$ cat config.mk
export PLATFORM = sky130hd
export DESIGN_NAME = usb_suspend_control
export DESIGN_NICKNAME = d
export VERILOG_FILES = /design/src/rtl/susp_pkg.sv /design/src/rtl/susp_if.sv /design/src/rtl/pin_sync.sv /design/src/rtl/idle_tracker.sv /design/src/rtl/usb_suspend_control.sv
export SDC_FILE = /design/constraint.sdc
export NUM_CORES = 1
export LEC_CHECK = 0
export BUFFER_PORTS_ARGS = -buffer_cell sky130_fd_sc_hd__buf_4
export CORE_AREA = 2 2 77 79
export CTS_CLUSTER_SIZE = 24
export DETAILED_ROUTE_END_ITERATION = 10
export DIE_AREA = 0 0 79 81
export PLACE_DENSITY = 0.71
export SKIP_LAST_GASP = 1
export SLEW_MARGIN = 20
export SYNTH_ARGS = -nofsm -noshare
export SYNTH_HDL_FRONTEND = slang
export SYNTH_SLANG_ARGS = --single-unit
export TNS_END_PERCENT = 50
$ cat constraint.sdc
create_clock -name clk -period 2.6 [get_ports clk]
set_input_delay 0.52 -clock clk [delete_from_list [all_inputs] [get_ports clk]]
set_output_delay 0.52 -clock clk [all_outputs]
set_load 0.01 [all_outputs]
$ cat src/rtl/susp_pkg.sv
// constants and types shared by the suspend control block
package susp_pkg;
   localparam int ADDR_W = 4;
   localparam int DATA_W = 32;
   // register offsets (byte addresses, one word each)
   localparam logic [ADDR_W-1:0] SUSPEND_CONTROL_OFS = 4'h0;
   localparam logic [ADDR_W-1:0] PORT_FUNCTION_CONTROL_3_OFS = 4'h4;
   localparam logic [ADDR_W-1:0] BUS_STATE_OFS = 4'h8;
   // suspend_control_reg fields
   localparam int SUSPEND_OUTPUT_ENABLE_BIT = 0;
   localparam int SUSPEND_CHANGE_INT_ENABLE_BIT = 1;
   localparam int SUSPEND_CHANGE_FLAG_BIT = 2;
   localparam int SUSPEND_STATE_MONITOR_BIT = 3;
   // port_function_control_3 fields
   localparam int RECOVER_INT_ENABLE_BIT = 0;
   localparam int RECOVER_FLAG_BIT = 1;
   // bus state register fields
   localparam int LINK_CLOCK_SEEN_BIT = 0;
   localparam int LINE_IDLE_BIT = 1;
   localparam logic [DATA_W-1:0] READ_ZERO = 32'h0000_0000;
   // timing
   localparam int CLK_HZ = 20_000_000;
   localparam int IDLE_TIME_US = 3000;
   localparam int IDLE_CYCLES = (IDLE_TIME_US * (CLK_HZ / 1_000_000));
   localparam int OSC_STABLE_US = 100;
   localparam int OSC_STABLE_CYCLES = (OSC_STABLE_US * (CLK_HZ / 1_000_000));
   localparam int CNT_W = 20;
   localparam int SYNC_STAGES = 2;
   typedef enum logic [1:0]
   {
      ST_ACTIVE = 2'b00,
      ST_SUSPENDED = 2'b01,
      ST_WAKING = 2'b11
   } link_state_e;
endpackage

$ cat src/rtl/susp_if.sv
// signals passed between the suspend top and its helper modules
`timescale 1ns/10ps
interface susp_if;
   logic line_idle;
   logic link_clk_edge;
   logic suspended;
   logic wake_done;
   modport sync_side (output line_idle, output link_clk_edge);
   modport tracker_side (input line_idle, output suspended, output wake_done);
   modport top_side (input line_idle, input link_clk_edge, input suspended, input wake_done);
endinterface

$ cat src/rtl/pin_sync.sv
// double-flop synchroniser for the idle line and link clock, with link clock edge pulse
`timescale 1ns/10ps
module pin_sync
   import susp_pkg::*;
(
   input wire logic clk,
   input wire logic srst,
   input wire logic line_idle_pin,
   input wire logic phy_supplied_clock,
   susp_if.sync_side sync
);
   typedef struct packed
   {
      logic [SYNC_STAGES-1:0] idle_sh;
      logic [SYNC_STAGES-1:0] clk_sh;
      logic clk_last;
      logic edge_p;
   } sync_s;
   sync_s st_r;
   sync_s st_nxt;
   always_comb
   begin
      st_nxt = st_r;
      st_nxt.idle_sh = {st_r.idle_sh[0], line_idle_pin};
      st_nxt.clk_sh = {st_r.clk_sh[0], phy_supplied_clock};
      st_nxt.clk_last = st_r.clk_sh[1];
      st_nxt.edge_p = st_r.clk_sh[1] & ~st_r.clk_last;
   end
   always_ff @(posedge clk)
   begin
      if (srst)
      begin
         st_r <= '0;
      end
      else
      begin
         st_r <= st_nxt;
      end
   end
   assign sync.line_idle = st_r.idle_sh[1];
   assign sync.link_clk_edge = st_r.edge_p;
endmodule

$ cat src/rtl/idle_tracker.sv
// idle timer: raises internal suspend after long idle, drops it on resume, times wake-up
`timescale 1ns/10ps
module idle_tracker
   import susp_pkg::*;
#(
   parameter int IDLE_LIMIT = IDLE_CYCLES,
   parameter int OSC_LIMIT = OSC_STABLE_CYCLES
)
(
   input wire logic clk,
   input wire logic srst,
   susp_if.tracker_side trk
);
   typedef struct packed
   {
      link_state_e state;
      logic [CNT_W-1:0] cnt;
      logic wake_done;
   } trk_s;
   trk_s st_r;
   trk_s st_nxt;
   always_comb
   begin
      st_nxt = st_r;
      st_nxt.wake_done = 1'b0;
      unique case (st_r.state)
         ST_ACTIVE:
         begin
            if (!trk.line_idle)
            begin
               st_nxt.cnt = '0;
            end
            else if (st_r.cnt == CNT_W'(IDLE_LIMIT - 1))
            begin
               st_nxt.state = ST_SUSPENDED;
               st_nxt.cnt = '0;
            end
            else
            begin
               st_nxt.cnt = st_r.cnt + 1'b1;
            end
         end
         ST_SUSPENDED:
         begin
            // resume is seen on the line level alone, no link clock needed
            if (!trk.line_idle)
            begin
               st_nxt.state = ST_WAKING;
               st_nxt.cnt = '0;
            end
         end
         ST_WAKING:
         begin
            if (st_r.cnt == CNT_W'(OSC_LIMIT - 1))
            begin
               st_nxt.state = ST_ACTIVE;
               st_nxt.cnt = '0;
               st_nxt.wake_done = 1'b1;
            end
            else
            begin
               st_nxt.cnt = st_r.cnt + 1'b1;
            end
         end
         default:
         begin
            st_nxt.state = ST_ACTIVE;
            st_nxt.cnt = '0;
         end
      endcase
   end
   always_ff @(posedge clk)
   begin
      if (srst)
      begin
         st_r <= '{state: ST_ACTIVE, cnt: '0, wake_done: 1'b0};
      end
      else
      begin
         st_r <= st_nxt;
      end
   end
   assign trk.suspended = (st_r.state == ST_SUSPENDED);
   assign trk.wake_done = st_r.wake_done;
endmodule

$ cat src/rtl/usb_suspend_control.sv
// suspend control top: registers, suspend pin, change and recover interrupts
//
// What this block does
// - suspend output enable at 0 holds suspend_out_n high.
// - long bus idle raises internal suspend; masked pin stays unchanged.
// - with change enable set, every suspend change sets flag and interrupt.
// - change interrupt fires on suspend exit as well as entry.
// - monitor bit reads the current internal suspend state.
// - software stops DMA, then enables output; pin goes low.
// - internal suspend drops on bus resume without the link clock.
// - bus leaving idle while suspended sets the recover flag.
// - recover request is detected on clk through the synchroniser and cancels standby.
// - on recovery pin negates, wake asserted on a new enabled recover interrupt, clock after stabilisation.
// - module request is the OR of all flag bits.
//
// The address-and-strobe port and the address map were decided locally.
`timescale 1ns/10ps
module usb_suspend_control
   import susp_pkg::*;
#(
   parameter int IDLE_LIMIT = IDLE_CYCLES,
   parameter int OSC_LIMIT = OSC_STABLE_CYCLES
)
(
   input wire logic clk,
   input wire logic srst,
   input wire logic [susp_pkg::ADDR_W-1:0] addr,
   input wire logic [susp_pkg::DATA_W-1:0] wdata,
   input wire logic wr,
   input wire logic rd,
   output logic [susp_pkg::DATA_W-1:0] rdata,
   input wire logic line_idle_pin,
   input wire logic phy_supplied_clock,
   output logic suspend_out_n,
   output logic suspend_change_irq,
   output logic suspend_recover_irq,
   output logic module_irq,
   output logic standby_wake,
   output logic clock_release
);
   typedef struct packed
   {
      logic [DATA_W-1:0] rdata;
      logic suspend_output_enable;
      logic suspend_change_int_enable;
      logic suspend_change_flag;
      logic recover_int_enable;
      logic recover_flag;
      logic susp_last;
      logic link_seen;
      logic pin_n;
      logic change_irq;
      logic recover_irq;
      logic mod_irq;
      logic wake;
      logic clk_rel;
   } top_s;
   top_s st_r;
   top_s st_nxt;
   susp_if sif ();
   pin_sync u_sync
   (
      .clk(clk),
      .srst(srst),
      .line_idle_pin(line_idle_pin),
      .phy_supplied_clock(phy_supplied_clock),
      .sync(sif.sync_side)
   );
   idle_tracker #(.IDLE_LIMIT(IDLE_LIMIT), .OSC_LIMIT(OSC_LIMIT)) u_trk
   (
      .clk(clk),
      .srst(srst),
      .trk(sif.tracker_side)
   );
   logic susp_change;
   logic susp_exit;
   always_comb
   begin
      susp_change = sif.suspended ^ st_r.susp_last;
      susp_exit = st_r.susp_last & ~sif.suspended;
   end
   always_comb
   begin
      st_nxt = st_r;
      st_nxt.susp_last = sif.suspended;
      st_nxt.rdata = READ_ZERO;
      // word-wide writes only; lanes are not split
      if (wr)
      begin
         unique case (addr)
            SUSPEND_CONTROL_OFS:
            begin
               st_nxt.suspend_output_enable = wdata[SUSPEND_OUTPUT_ENABLE_BIT];
               st_nxt.suspend_change_int_enable = wdata[SUSPEND_CHANGE_INT_ENABLE_BIT];
               if (!wdata[SUSPEND_CHANGE_FLAG_BIT])
               begin
                  st_nxt.suspend_change_flag = 1'b0;
               end
            end
            PORT_FUNCTION_CONTROL_3_OFS:
            begin
               st_nxt.recover_int_enable = wdata[RECOVER_INT_ENABLE_BIT];
               if (!wdata[RECOVER_FLAG_BIT])
               begin
                  st_nxt.recover_flag = 1'b0;
               end
            end
            BUS_STATE_OFS:
            begin
               if (wdata[LINK_CLOCK_SEEN_BIT])
               begin
                  st_nxt.link_seen = 1'b0;
               end
            end
            default:
            begin
            end
         endcase
      end
      // set wins over a clear in the same cycle
      if (susp_change && st_r.suspend_change_int_enable)
      begin
         st_nxt.suspend_change_flag = 1'b1;
      end
      // a link clock edge beats a clear written in the same cycle
      if (sif.link_clk_edge)
      begin
         st_nxt.link_seen = 1'b1;
      end
      // exit from suspend is recognised from the line level, no link edges needed
      if (susp_exit)
      begin
         st_nxt.recover_flag = 1'b1;
      end
      if (rd)
      begin
         unique case (addr)
            SUSPEND_CONTROL_OFS:
            begin
               st_nxt.rdata[SUSPEND_OUTPUT_ENABLE_BIT] = st_r.suspend_output_enable;
               st_nxt.rdata[SUSPEND_CHANGE_INT_ENABLE_BIT] = st_r.suspend_change_int_enable;
               st_nxt.rdata[SUSPEND_CHANGE_FLAG_BIT] = st_r.suspend_change_flag;
               st_nxt.rdata[SUSPEND_STATE_MONITOR_BIT] = sif.suspended;
            end
            PORT_FUNCTION_CONTROL_3_OFS:
            begin
               st_nxt.rdata[RECOVER_INT_ENABLE_BIT] = st_r.recover_int_enable;
               st_nxt.rdata[RECOVER_FLAG_BIT] = st_r.recover_flag;
            end
            BUS_STATE_OFS:
            begin
               st_nxt.rdata[LINK_CLOCK_SEEN_BIT] = st_r.link_seen;
               st_nxt.rdata[LINE_IDLE_BIT] = sif.line_idle;
            end
            default:
            begin
            end
         endcase
      end
      // pin low only when enabled and suspended; masked high otherwise
      st_nxt.pin_n = ~(st_nxt.suspend_output_enable & sif.suspended);
      st_nxt.change_irq = st_nxt.suspend_change_flag & st_nxt.suspend_change_int_enable;
      st_nxt.recover_irq = st_nxt.recover_flag & st_nxt.recover_int_enable;
      st_nxt.mod_irq = st_nxt.suspend_change_flag | st_nxt.recover_flag;
      // wake request held from recover until stabilisation finishes
      // raised once on a new recover request while the clock is held back,
      // so a still-pending request does not restart the wake after release
      if (st_nxt.recover_irq && !st_r.recover_irq && !st_r.clk_rel)
      begin
         st_nxt.wake = 1'b1;
      end
      if (sif.wake_done)
      begin
         st_nxt.wake = 1'b0;
         st_nxt.clk_rel = 1'b1;
      end
      else if (sif.suspended)
      begin
         st_nxt.clk_rel = 1'b0;
      end
   end
   always_ff @(posedge clk)
   begin
      if (srst)
      begin
         st_r <= '0;
         st_r.pin_n <= 1'b1;
         st_r.clk_rel <= 1'b1;
      end
      else
      begin
         st_r <= st_nxt;
      end
   end
   assign rdata = st_r.rdata;
   assign suspend_out_n = st_r.pin_n;
   assign suspend_change_irq = st_r.change_irq;
   assign suspend_recover_irq = st_r.recover_irq;
   assign module_irq = st_r.mod_irq;
   assign standby_wake = st_r.wake;
   assign clock_release = st_r.clk_rel;
endmodule

==> metrics <==
Rel. slew slack 49.47%; Fill cells 589; cell family with most CP delay simple AND/OR/NAND/NOR gates; GPL Wtd Cong 0.8379; core footprint 5675 µm²; CTS Sinks 46; Final HPWL DP 3158 µm; Final WS setup 0.2913 ns; Initial DRT Pass Iterations 5; DRC 0; Clk Latency, worst-skew pair 0.30 ns; Die Ht 81 µm; CP Data Arrival Time 2.49 ns; Max Slew Vio Count 0; reg2reg start u_trk.st_r[7]; routed vias/inst 5.052; Reg2Reg Depth 5; clk slew on worst S/H paths 0.09 ns; PwrDens 484.7 nW/µm²; Total GRT Usage 14.76%; #FFs+latches synth 46; first-pass GRT wire length 7562 µm; r2r endpoint u_trk.st_r[20]; post-synthesis cell type count 48; Clock Tree Root clkbuf_8; Nets 349; share of post-route cells with drive strength above 1 12.75%; total grt overflow 0; Initial Util 41.84%; total CTS buffers 5; Cells after Synth 287; sequential share of the synthesized area 38.78%; fin area 2566 µm²; H-tree Lvls 2; Top Ports 80; TritonCTS clock tree done; yosys warns 0; Setup crit end u_trk.st_r[20]; Post-CTS Setup Inserts 0; Critical Path, Cell by Cell or4b_1 > nor4_4 > a311oi_2 > nor2_1 > o21ai_0; Post-synth EDFFs 0; die width 79 µm; critical path class register to register; area of the multi-input gates 1247 µm²; Max Cap Violations 0; Inserted Diodes 0; clk buf depth 2; ANT nets after route 0; IR drop worst, VDD 252.6 µV; cts repair resizes 0; crit path buf inv count 0; Period Utilization, post-route 88.80%; synthesized cell area 2375 µm²; vias 1925; Crit. End Element register; placed cell areas 2480 µm²; Area Overhead vs Synth 8.061%; Finished Core Util 45.22%; Main synth FF type dfxtp_1; ys async rst share 0%; Tmin final 2.309 ns; f_max 433.1 MHz; Reg2Reg Setup Slack 0.29 ns; Worst Path Max Fanout 10; slew of the pin with the lowest slew margin 0.7510 ns; FF/Latch Area 920.9 µm²; total die area 6399 µm²; Starting DRT DRC Count 103; outcome finished, final reports clean; CP Depth 5; largest net degree at the start of global routing 25; Port Buf Inserts 22; CP max-delay cell or4b_1; Hold Path Class register to register; startpoint types register; CTS Hold Bufs 0; initial antenna violation count 0; Placement Setup Slack 0.3224 ns; CP required 2.78 ns; Leakage Power 1.069 nW; routed len/inst 11.75 µm; Mean Syn Cell Area 8.274 µm²; vias in the first global route 1748; RSZ-0062 raised after global routing no; skew final 0.008678 ns; row count 28; Crit path largest cell delay 0.52 ns; crit path from u_trk.st_r[7]; Setup TNS 0 ns; final WL 4476 µm; setup violators final 0; endpoints failing hold 0
[power breakdown]
group	switching, mW	internal, mW
Clock	0.242	0.190
Combinational	0.0531	0.0331
Sequential	0.00920	0.716
[Yosys cell counts (3+ instances only)]
cell,count,area [µm²]
o22ai_1,11,68.82
nor2b_1,10,62.56
nor3_1,5,25.02
a21boi_0,4,30.03
mux2i_1,5,50.05
a31oi_1,4,25.02
nor4_1,4,25.02
and4_1,5,43.79
o21ai_0,8,40.04
nand4_1,4,25.02
clkbuf_1,7,26.28
and2_1,9,56.30
and3_1,4,25.02
buf_2,3,15.01
xor2_1,3,26.28
dfxtp_1,46,920.9
nor2_1,24,90.09
buf_4,32,240.2
nor3b_1,6,45.04
a21oi_1,7,35.03
nand3_1,13,65.06
nand2_1,41,153.9
inv_1,4,15.01
[final cells by class]
cell class | instances | share of cell area (%)
clock buffers | 6 | 2.828
multi-input cells | 221 | 48.61
repair buffers | 27 | 7.899
inverters | 4 | 0.5851
flip-flops and latches | 46 | 35.88
well taps | 75 | 3.657
clock inverters | 2 | 0.5363
[registers in the layout (all words and copies together), names as in the netlist, 3 cells and up]
signal         flops
u_trk.st_r        22
rdata              4
st_r               7
u_sync.st_nxt      3
[worst min-delay path by stage]
stage	depth (start not counted)	from	to
after floorplan	1	u_sync.st_r[1]	u_sync.sync.link_clk_edge
after global placement	1	u_sync.st_r[1]	u_sync.sync.link_clk_edge
after detailed placement	1	u_sync.st_r[1]	u_sync.sync.link_clk_edge
after CTS	1	u_sync.st_r[1]	u_sync.sync.link_clk_edge
after global routing	1	u_sync.st_r[1]	u_sync.sync.link_clk_edge
final	1	u_sync.st_r[1]	u_sync.sync.link_clk_edge
[metrics by stage]
stage | hold slack, ns | power [mW] | cells
floorplan | 0.3674 | 0.8294 | 314
global placement | 0.3751 | 0.8273 | 373
detailed placement | 0.3843 | 0.8277 | 373
CTS | 0.3965 | 1.264 | 381
global route | 0.4254 | 1.311 | 381
finish | 0.3911 | 1.244 | 381
[layer usage]
metal / GRT usage [%] / wire, µm / vias to the layer above / share of wire (%)
met5: 0 / 0 / - / 0
met4: 7.069 / 74 / 0 / 1.7
met3: 3.778 / 288 / 10 / 6.4
met2: 24.32 / 2084 / 51 / 47
met1: 18.08 / 2029 / 880 / 45
li1: - / - / 984 / -
[cells by family (layout without fill, tap and decap cells)]
| group | count (synthesis) | after routing | synth area share (%) |
|---|---|---|---|
| AOI/OAI and AO/OA | 45 | 45 | 12.49 |
| and+or+nand+nor | 138 | 138 | 31.35 |
| buffers and inverters | 47 | 39 | 12.96 |
| muxes | 5 | 5 | 2.108 |
| other | 1 | 28 | 0.1579 |
| adders and majority gates | 2 | 2 | 1.054 |
| DFF | 46 | 46 | 38.78 |
| xor gates and xnor gates | 3 | 3 | 1.107 |
[cells in the final DEF (no fill, tap or decap), types with 6 or more instances in the layout]
master | netlist | final
nor2_1 | 24 | 24
nor3b_1 | 6 | 6
and2_1 | 9 | 9
dfxtp_1 | 46 | 46
nand3_1 | 13 | 13
a21oi_1 | 7 | 7
buf_4 | 32 | 27
o22ai_1 | 11 | 11
nor2b_1 | 10 | 10
o21ai_0 | 8 | 8
nand2_1 | 41 | 41
conb_1 | 1 | 28
Power figures use the tool's default switching activity.
